--- src/wdt_pkg.sv ---
/*
 * Constants shared by the watchdog files: register address, field layout,
 * reset values and timeout coding.
 * Assumes a core-side special-function register port on ref_clk.
 */
package wdt_pkg;
    localparam logic [7:0] WDT_CTL_ADDR = 8'hc0;
    localparam int WDT_ARM_BIT = 0;
    localparam int WDT_EN_BIT = 1;
    localparam int WDT_FLAG_BIT = 2;
    localparam int WDT_RESP_BIT = 3;
    localparam int WDT_PRE_LSB = 4;
    localparam int WDT_PRE_W = 4;
    localparam logic WDT_EN_RST = 1'b1;
    localparam logic WDT_RESP_RST = 1'b0;
    localparam logic WDT_FLAG_RST = 1'b0;
    localparam logic WDT_ARM_RST = 1'b0;
    localparam logic [3:0] WDT_PRE_RST = 4'h7;
    localparam logic [3:0] WDT_PRE_MAX_TIMED = 4'h7;
    localparam logic [3:0] WDT_PRE_ZERO_AUTO = 4'h8;
    localparam logic [3:0] WDT_PRE_ZERO_DL = 4'h9;
    // Crystal rate and the counter bit that ends the shortest period
    localparam int WDT_XTAL_HZ = 32768;
    localparam real WDT_MIN_TIMEOUT_MS = 15.6;
    localparam int WDT_CNT_W = 16;
    localparam int WDT_BASE_BIT = 9;
endpackage

--- src/wdt_edge_sync.sv ---
/*
 * Two-flop synchroniser with rising edge detect, giving a one-cycle enable.
 * Assumes the input toggles far slower than ref_clk.
 */
`timescale 1ns/1ps
module wdt_edge_sync (
    input wire logic ref_clk,
    input wire logic arst_n,
    input wire logic async_in,
    output logic rise_pulse
);
    logic sync_a;
    logic sync_b;
    logic sync_c;

    always_ff @(posedge ref_clk or negedge arst_n) begin
        if (!arst_n) begin
            sync_a <= 1'b0;
            sync_b <= 1'b0;
            sync_c <= 1'b0;
        end else begin
            sync_a <= async_in;
            sync_b <= sync_a;
            sync_c <= sync_b;
        end
    end

    assign rise_pulse = sync_b & ~sync_c;
endmodule

--- src/wdt_watchdog.sv ---
/*
 * Watchdog timer with write arming and flash-held lock of its enable and response settings.
 * Assumes xtal_clk is the free-running 32.768 kHz crystal, flash_prot_bit
 * is the top bit of the protection byte, held stable by the flash logic,
 * and sfr_* strobes come from the core on ref_clk.
 */
`timescale 1ns/1ps
module wdt_watchdog
    import wdt_pkg::*;
#(
    parameter int CNT_W = WDT_CNT_W
) (
    input wire logic ref_clk,
    input wire logic arst_n,
    input wire logic xtal_clk,
    input wire logic flash_prot_bit,
    input wire logic [7:0] sfr_addr,
    input wire logic sfr_wr,
    input wire logic [7:0] sfr_wdata,
    output logic [7:0] sfr_rdata,
    output logic sys_reset_req,
    output logic wd_irq
);
    logic xtal_tick;
    logic wd_enable_refresh;
    logic timeout_response_select;
    logic timeout_status_flag;
    logic write_arm_bit;
    logic [WDT_PRE_W-1:0] timeout_sel;
    logic [CNT_W-1:0] count;
    logic protected_lock;
    logic wr_ctl;
    logic ctl_accept;
    logic refresh;
    logic zero_period;
    logic timeout;

    // Terminal count of the period for a timed code
    function automatic logic [CNT_W-1:0] period_limit(input logic [WDT_PRE_W-1:0] code);
        logic [CNT_W-1:0] lim;
        lim = '1;
        if (code <= WDT_PRE_MAX_TIMED) begin
            lim = CNT_W'((32'h1 << (WDT_BASE_BIT + int'(code))) - 1);
        end
        return lim;
    endfunction

    wdt_edge_sync u_xtal_sync (
        .ref_clk(ref_clk),
        .arst_n(arst_n),
        .async_in(xtal_clk),
        .rise_pulse(xtal_tick)
    );

    assign protected_lock = ~flash_prot_bit;
    assign wr_ctl = sfr_wr && (sfr_addr == WDT_CTL_ADDR);
    assign ctl_accept = wr_ctl && write_arm_bit;
    assign refresh = ctl_accept && sfr_wdata[WDT_EN_BIT];
    assign zero_period = (timeout_sel == WDT_PRE_ZERO_AUTO) ||
                         (timeout_sel == WDT_PRE_ZERO_DL);
    // Codes above the zero-period ones fall back to the longest period
    // A refresh in its own cycle never counts as a miss
    assign timeout = wd_enable_refresh && !refresh &&
                     (zero_period || (xtal_tick && count == period_limit(timeout_sel)));

    // Arming state
    always_ff @(posedge ref_clk or negedge arst_n) begin
        if (!arst_n) begin
            write_arm_bit <= WDT_ARM_RST;
        end else if (sfr_wr) begin
            if (wr_ctl && !write_arm_bit) begin
                write_arm_bit <= sfr_wdata[WDT_ARM_BIT];
            end else begin
                write_arm_bit <= 1'b0;
            end
        end
    end

    // Settings
    always_ff @(posedge ref_clk or negedge arst_n) begin
        if (!arst_n) begin
            wd_enable_refresh <= WDT_EN_RST;
            timeout_response_select <= WDT_RESP_RST;
            timeout_sel <= WDT_PRE_RST;
        end else begin
            if (ctl_accept) begin
                timeout_sel <= sfr_wdata[WDT_PRE_LSB +: WDT_PRE_W];
            end
            if (protected_lock) begin
                wd_enable_refresh <= 1'b1;
                timeout_response_select <= 1'b0;
            end else if (ctl_accept) begin
                wd_enable_refresh <= sfr_wdata[WDT_EN_BIT];
                timeout_response_select <= sfr_wdata[WDT_RESP_BIT];
            end
        end
    end

    // Status flag, a timeout wins over a clearing write
    always_ff @(posedge ref_clk or negedge arst_n) begin
        if (!arst_n) begin
            timeout_status_flag <= WDT_FLAG_RST;
        end else if (timeout) begin
            timeout_status_flag <= 1'b1;
        end else if (ctl_accept && !sfr_wdata[WDT_FLAG_BIT]) begin
            timeout_status_flag <= 1'b0;
        end
    end

    // Counter on crystal ticks
    always_ff @(posedge ref_clk or negedge arst_n) begin
        if (!arst_n) begin
            count <= '0;
        end else if (!wd_enable_refresh || refresh || timeout) begin
            count <= '0;
        end else if (xtal_tick) begin
            count <= count + 1'b1;
        end
    end

    // Response outputs, one-cycle pulses for timed codes, high every timeout cycle for zero-period codes
    always_ff @(posedge ref_clk or negedge arst_n) begin
        if (!arst_n) begin
            sys_reset_req <= 1'b0;
            wd_irq <= 1'b0;
        end else begin
            sys_reset_req <= timeout && !timeout_response_select;
            wd_irq <= timeout && timeout_response_select;
        end
    end

    // Read data
    always_ff @(posedge ref_clk or negedge arst_n) begin
        if (!arst_n) begin
            sfr_rdata <= 8'h00;
        end else begin
            sfr_rdata <= {timeout_sel, timeout_response_select, timeout_status_flag,
                          wd_enable_refresh, write_arm_bit};
        end
    end

    a_prot_forces_cfg: assert property (@(posedge ref_clk) disable iff (!arst_n)
        protected_lock |=> wd_enable_refresh && !timeout_response_select)
        else $error("Protection did not force settings");
    a_unarmed_write_ignored: assert property (@(posedge ref_clk) disable iff (!arst_n)
        wr_ctl && !write_arm_bit |=> $stable(timeout_sel))
        else $error("Unarmed write changed timeout select");
    a_arm_expires_next: assert property (@(posedge ref_clk) disable iff (!arst_n)
        sfr_wr && write_arm_bit |=> !write_arm_bit)
        else $error("Arming outlived a write");
    a_timeout_sets_flag: assert property (@(posedge ref_clk) disable iff (!arst_n)
        timeout |=> timeout_status_flag)
        else $error("Timeout flag not set");
    a_resp_reset_path: assert property (@(posedge ref_clk) disable iff (!arst_n)
        timeout && !timeout_response_select |=> sys_reset_req && !wd_irq)
        else $error("Reset response missing");
    a_resp_irq_path: assert property (@(posedge ref_clk) disable iff (!arst_n)
        timeout && timeout_response_select |=> wd_irq && !sys_reset_req)
        else $error("Interrupt response missing");
    a_refresh_clears_cnt: assert property (@(posedge ref_clk) disable iff (!arst_n)
        refresh |=> count == '0)
        else $error("Refresh did not clear counter");
    a_disabled_quiet: assert property (@(posedge ref_clk) disable iff (!arst_n)
        !wd_enable_refresh |-> !timeout ##1 !sys_reset_req && !wd_irq)
        else $error("Disabled watchdog timed out");
    a_flag_clear_write: assert property (@(posedge ref_clk) disable iff (!arst_n)
        ctl_accept && !sfr_wdata[WDT_FLAG_BIT] && !timeout |=> !timeout_status_flag)
        else $error("Flag not cleared by written zero");
    a_period_end_bit: assert property (@(posedge ref_clk) disable iff (!arst_n)
        timeout && !zero_period && timeout_sel <= WDT_PRE_MAX_TIMED
        |-> count == ({CNT_W{1'b1}} >> (CNT_W - WDT_BASE_BIT - int'(timeout_sel))))
        else $error("Timeout at wrong counter value");
    a_tick_advances: assert property (@(posedge ref_clk) disable iff (!arst_n)
        xtal_tick && wd_enable_refresh && !refresh && !timeout
        |=> count == $past(count) + 1'b1)
        else $error("Counter did not advance on tick");

    // Register and response cross-checks
    a_arm_write_sets: assert property (@(posedge ref_clk) disable iff (!arst_n)
        wr_ctl && !write_arm_bit && sfr_wdata[WDT_ARM_BIT] |=> write_arm_bit)
        else $error("Arming write did not arm");
    a_unarmed_keeps_cfg: assert property (@(posedge ref_clk) disable iff (!arst_n)
        wr_ctl && !write_arm_bit && !protected_lock
        |=> $stable(wd_enable_refresh) && $stable(timeout_response_select))
        else $error("Unarmed write changed enable or response");
    a_flag_holds: assert property (@(posedge ref_clk) disable iff (!arst_n)
        timeout_status_flag && !(ctl_accept && !sfr_wdata[WDT_FLAG_BIT])
        |=> timeout_status_flag)
        else $error("Timeout flag lost without a clearing write");
    a_flag_written_one: assert property (@(posedge ref_clk) disable iff (!arst_n)
        ctl_accept && sfr_wdata[WDT_FLAG_BIT] && !timeout |=> $stable(timeout_status_flag))
        else $error("Written one changed the flag");
    a_timed_needs_tick: assert property (@(posedge ref_clk) disable iff (!arst_n)
        timeout && !zero_period |-> xtal_tick)
        else $error("Timed period ended without a crystal tick");
    a_count_held_off: assert property (@(posedge ref_clk) disable iff (!arst_n)
        !wd_enable_refresh |=> count == '0)
        else $error("Counter ran while disabled");
    a_zero_code_fires: assert property (@(posedge ref_clk) disable iff (!arst_n)
        wd_enable_refresh && zero_period && !refresh |=> sys_reset_req || wd_irq)
        else $error("Zero-period code did not time out");
    a_pulse_has_cause: assert property (@(posedge ref_clk) disable iff (!arst_n)
        sys_reset_req || wd_irq |-> $past(timeout))
        else $error("Response pulse without a timeout");
    a_response_exclusive: assert property (@(posedge ref_clk) disable iff (!arst_n)
        !(sys_reset_req && wd_irq))
        else $error("Reset and interrupt raised together");
endmodule

--- config.mk ---
export PLATFORM = sky130hd
export DESIGN_NAME = wdt_watchdog
export DESIGN_NICKNAME = d
export VERILOG_FILES = /design/src/wdt_pkg.sv /design/src/wdt_edge_sync.sv /design/src/wdt_watchdog.sv
export SDC_FILE = /design/constraint.sdc
export NUM_CORES = 1
export LEC_CHECK = 0
export BUFFER_PORTS_ARGS = -buffer_cell sky130_fd_sc_hd__buf_2
export CORE_MARGIN = 8
export CORE_UTILIZATION = 45
export CTS_CLUSTER_DIAMETER = 120
export CTS_CLUSTER_SIZE = 24
export DETAILED_ROUTE_END_ITERATION = 7
export HOLD_SLACK_MARGIN = 0.03
export PLACE_DENSITY = 0.69
export SKIP_CTS_REPAIR_TIMING = 1
export SYNTH_ARGS = -nofsm -noshare
export SYNTH_HDL_FRONTEND = slang
export SYNTH_SLANG_ARGS = --single-unit
--- constraint.sdc ---
create_clock -name ref_clk -period 2.2 [get_ports ref_clk]
set_input_delay 0.66 -clock ref_clk [delete_from_list [all_inputs] [get_ports ref_clk]]
set_output_delay 0.66 -clock ref_clk [all_outputs]
set_load 0.005 [all_outputs]
## Yosys cells after proc, flatten, opt, wreduce, memory -nomap -nowiden

Index checks and enable logic that the tools add are counted.

- Output and inout port bits: 10
- Flip-flop bits (word level): 37
- Input bits: 21

- Shift-type cells: 1
- Bitwise operators: 2
- Reduce and logical (&&, ||, !) cells: 21
- Eq/ne operators: 5
- Order comparisons: 1
- Multiplexer cells: 10
- Add/subtract/negate cells: 3

Operator list:

| cell | number |
|---|---|
| 16-bit 2-to-1 mux | 3 |
| 16-bit by 1-bit adder with 16-bit output, second input constant | 1 |
| 16-bit == test | 1 |
| 1-bit by 5-bit << shifter with 16-bit output, first input constant | 1 |
| 16-bit by 1-bit subtractor with 16-bit output, second input constant | 1 |
| 1-bit logical AND | 10 |
| 4-bit == test, second input constant | 2 |
| 8-bit == test, second input constant | 1 |
| 1-bit 2-to-1 mux | 7 |
| 4-bit by 4-bit adder with 5-bit output, first input constant | 1 |
| 1-bit logical NOT | 5 |
| 4-bit by 3-bit less-or-equal comparator with 1-bit output, second input constant | 1 |
| 1-bit logical OR | 4 |
| 2-bit nonzero test | 2 |
| 2-bit by 1-bit != test with 1-bit output, second input constant | 1 |
| 1-bit AND | 1 |
| 1-bit NOT | 1 |

## Longest topological paths before layout

- Depth after elaboration: 10
- Depth in mapped cells: 9

## Hierarchy

A second synthesis with hierarchy kept.

- Cell total of the unflattened synthesis: 179
- Area, all modules: 1898.1 µm²

Modules (own cells, without submodules):

| module | cells an instance | area each (µm²) | instances |
|---|---|---|---|
| wdt_watchdog | 175 | 1809.2 | 1 |
| wdt_edge_sync | 4 | 88.8 | 1 |

## Worst setup path after synthesis

OpenSTA, ideal clock, no wires.

- Path type: register to register
- Start point: register timeout_sel[1]
- End point: register count[10]
- Required time: 2.081 ns
- Period minus slack after synthesis: 2.105 ns
- Cell stages (with the launch flop): 9
- Setup slack: 0.095 ns
- Buffers on the path: 2
- Setup time: 0.119 ns
- Data arrival time: 1.987 ns
- Path through: dfstp_2 -> buf_2 -> nor2_1 -> a2111o_1 -> a2111oi_4 -> o2111ai_2 -> nand3b_4 -> buf_6 -> nor2_1

- Longest elaborated chain between the ends: 10

Ends and longest elaborated chain:

| item | line | RTL |
|---|---|---|
| from (decl) | wdt_watchdog.sv:29 | `logic [WDT_PRE_W-1:0] timeout_sel;` |
| from (signal assigned) | wdt_watchdog.sv:87 | `timeout_sel <= sfr_wdata[WDT_PRE_LSB +: WDT_PRE_W];` |
| 4-bit by 4-bit adder with 5-bit output | wdt_watchdog.sv:43 | `lim = CNT_W'((32'h1 << (WDT_BASE_BIT + int'(code))) - 1);` |
| 1-bit by 5-bit << shifter with 16-bit output | wdt_watchdog.sv:43 |  |
| 16-bit by 1-bit subtractor with 16-bit output | wdt_watchdog.sv:43 |  |
| 16-bit 2-to-1 mux | wdt_watchdog.sv:42 | `if (code <= WDT_PRE_MAX_TIMED) begin` |
| 16-bit == test | wdt_watchdog.sv:64 | `(zero_period \|\| (xtal_tick && count == period_limit(timeout_sel)));` |
| 1-bit logical AND | wdt_watchdog.sv:64 |  |
| 1-bit logical OR * | wdt_watchdog.sv:64 |  |
| 1-bit logical AND * | wdt_watchdog.sv:63 | `assign timeout = wd_enable_refresh && !refresh &&` |
| 1-bit logical OR * | wdt_watchdog.sv:114 | `end else if (!wd_enable_refresh \|\| refresh \|\| timeout) begin` |
| 16-bit 2-to-1 mux or 2-bit nonzero test (tied branches) | - |  |
| to (signal assigned) | wdt_watchdog.sv:117 | `count <= count + 1'b1;` |
| to (decl) | wdt_watchdog.sv:30 | `logic [CNT_W-1:0] count;` |

Every way passes the cells marked *; elsewhere a longest branch is shown, timed or not.
A chain may end at the register's enable or synchronous reset.

## Worst setup path in the final report

- Start point: register timeout_sel[1]
- End point: register count[0]

The elaborated chain is that of the path after synthesis.

==> results.cfg <==
[sta]
maxSlewViolCount = 0
clock.fmax_mhz = 495
rsz0062_at_grt = false
clock_skew_ns = 0.00508
min_period_ns = 2.02
timing.final.hold_violations = 0
finalSetupViolCount = 0
min_period_over_period_pct = 91.9
setup_tns_ns = 0
fin_ws_ns = 0.178

[final_layout]
diodes = 0
finish.utilization_pct = 53.6
drive_gt1_share_pct = 27.4
area.growth.synth_to_final_pct = 16.1
finalNonFillerCells = 258
nNetsFinal = 230

[power]
combPwrFrac_pct = 12.9
pwr-share-seq_pct = 56.0
p_int_mw = 1.04
p_clk_share_pct = 31.1
power_density_nw_per_um2 = 693
power.total_mw = 1.48
sw_frac_of_total_pct = 29.2
p_sw_mw = 0.431
p_leak_nw = 1.01
irDropWorstVdd_mv = 0.616

[worst_setup_path]
worstSetupPathType = reg -> reg
required_ns = 2.37
critPathArrivalTime_ns = 2.19
cp-start-kind = flop
cp-end-kind = flop
crit_fanout = 16

[floorplanning]
die_x_um = 79.8
io-pin-count = 31
rows = 23
die_y_um = 79.8
initial_core_util_pct = 46.2
coreArea_sq_um = 3970
design.die.area_sq_um = 6370

[logic_synthesis]
synth_top_area_share_pct = 45.1
synth_cells = 173
synth_edf_count = 0
synth_flop_cell = dfrtp_1
ys_seq_area_share_pct = 50.8
synth.cell_area_sq_um = 1830
yosys-top-cells-area = dfrtp_1 (45%), dfstp_2 (5.7%), nor2_1 (5.5%)
yosysUniqueCellTypes = 44
ys_ff_latch = 37
async_flop_share_pct = 100
yosys-top-cells-count = dfrtp_1 (33), nor2_1 (27), xor2_1 (10)
yosysMostFrequentCell = dfrtp_1
yosys.area.top_type = dfrtp_1
yosysWarnings = 0
synth_area_per_cell_sq_um = 10.6

[routing]
first_pass_iters = 4
drc = 0
avgRoutedWirePerCell_um = 13.6
wirelength_um = 3520
dr_total_vias = 1324
ant_nets = 0
dr.first_iter.drc_count = 43
viasPerCell = 5.13

[clock_tree]
clockBufferDepth = 2
cts_tree = built
cts_buffers = 5
clock_latency_ns = 0.29
clkTransAtPathRegs_ns = 0.07
htree_levels = 2
clock_sinks = 37
clockRootBuffer = clkbuf_8

[grt]
grt_pass1_vias = 1351
grtUsageTotal_pct = 12.2
grt_remaining_overflow = 0
grt_start_max_net_pins = 38
grt_pass1_wl_um = 6090
antenna_found_initial = 0

[placement]
io_buffers = 30
routabilityCongestion = 0.771
dp_hpwl_um = 2600
dp_slack_ns = 0.165
dpl.cell_count = 250

[status]
status = finished, final reports clean

[job]
cap_violations = 0

[worst_hold_path]
hp-class = reg -> reg
[logic make-up (layout without fill, tap and decap cells)]
group	after synthesis	after routing	share of synthesized area (%)
AO/OA/AOI/OAI	22	22	10.2
XOR/XNOR	17	17	8.12
adder cells (fa/ha/maj)	2	2	1.36
buffers and inverters	13	47	3.69
flip-flops	37	37	50.8
multiplexers	7	7	4.10
other	1	2	0.205
AND/OR/NAND/NOR	74	74	21.6
[area by class of cell]
| cell class | instances | area, sq um |
|---|---|---|
| fillers | 369 | 1840 |
| flip-flops and latches | 37 | 931 |
| multi-input cells | 124 | 838 |
| repair buffers | 37 | 203 |
| clock buffers | 5 | 68.8 |
| well taps | 50 | 62.6 |
| clock inverters | 3 | 17.5 |
| inverters | 2 | 7.51 |
[sequential cells by signal, summed over array words and instances (netlist names)]
name	flops
write_arm_bit	1
u_xtal_sync.sync_b	1
sys_reset_req	1
timeout_status_flag	1
timeout_sel	4
count	16
u_xtal_sync.sync_a	1
u_xtal_sync.sync_c	1
sfr_rdata	8
wd_enable_refresh	1
wd_irq	1
timeout_response_select	1
[routing by layer]
| metal | GRT usage [%] | vias up | part of all wire (%) |
|---|---|---|---|
| met5 | 0 | - | 0 |
| met4 | 4.36 | 0 | 1.4 |
| met3 | 4.62 | 5 | 5.2 |
| met2 | 18.9 | 24 | 47 |
| met1 | 15.0 | 620 | 47 |
| li1 | - | 675 | - |
[final timing paths]
| path | startpoint | end | slack, ns | cells after the start |
|---|---|---|---|---|
| max | timeout_sel[1]$_DFFE_PN1P_ | count[0]$_DFFE_PN0P_ | 0.18 | 6 |
| min | u_xtal_sync.sync_a$_DFF_PN0_ | u_xtal_sync.sync_b$_DFF_PN0_ | 0.36 | 0 |
| max reg2reg | timeout_sel[1]$_DFFE_PN1P_ | count[0]$_DFFE_PN0P_ | 0.18 | 6 |
| min reg2reg | u_xtal_sync.sync_a$_DFF_PN0_ | u_xtal_sync.sync_b$_DFF_PN0_ | 0.36 | 0 |
| max in group asynchronous | arst_n | timeout_sel[1]$_DFFE_PN1P_ | 1.44 | 2 |
| min in group asynchronous | arst_n | count[6]$_DFFE_PN0P_ | 0.40 | 2 |
[cells in the final DEF, fill, tap and decap left out, types with 3 or more instances in the layout]
cell type / netlist / final
nand3_1: 7 / 7
nand4_1: 7 / 7
clkbuf_8: 0 / 5
buf_2: 2 / 30
o21a_1: 3 / 3
nor3_1: 3 / 3
nor4b_1: 3 / 3
mux2_2: 4 / 4
mux2i_1: 3 / 3
xor2_1: 10 / 10
and3_1: 4 / 4
xnor2_1: 7 / 7
buf_4: 0 / 7
nor2b_1: 3 / 3
or4_1: 3 / 3
nor2_1: 27 / 27
nand2_1: 9 / 9
dfstp_2: 4 / 4
o21ai_0: 5 / 5
dfrtp_1: 33 / 33
[power groups by stage]
| stage | logic, mW | registers, mW | clock network (mW) |
|---|---|---|---|
| after floorplan | 0.167 | 0.788 | 0 |
| after global placement | 0.181 | 0.833 | 0 |
| after detailed placement | 0.190 | 0.838 | 0 |
| after CTS | 0.192 | 0.825 | 0.474 |
| after global routing | 0.218 | 0.836 | 0.515 |
| final | 0.190 | 0.826 | 0.459 |
[critical path, cell delays in order (launching register included)]
cell and delay, ns:
dfstp_2 0.58, nor2_1 0.05, a2111o_1 0.44, a2111oi_4 0.31
o2111ai_2 0.21, nand3b_4 0.23, nor2_1 0.09
[through the flow]
step                area (sq um)  hold WS (ns)
floorplan                   1840         0.331
global placement            2040         0.339
detailed placement          2040         0.346
CTS                         2130         0.362
global route                2130         0.368
finish                      2130         0.358
(Power assumes the default switching activity.)
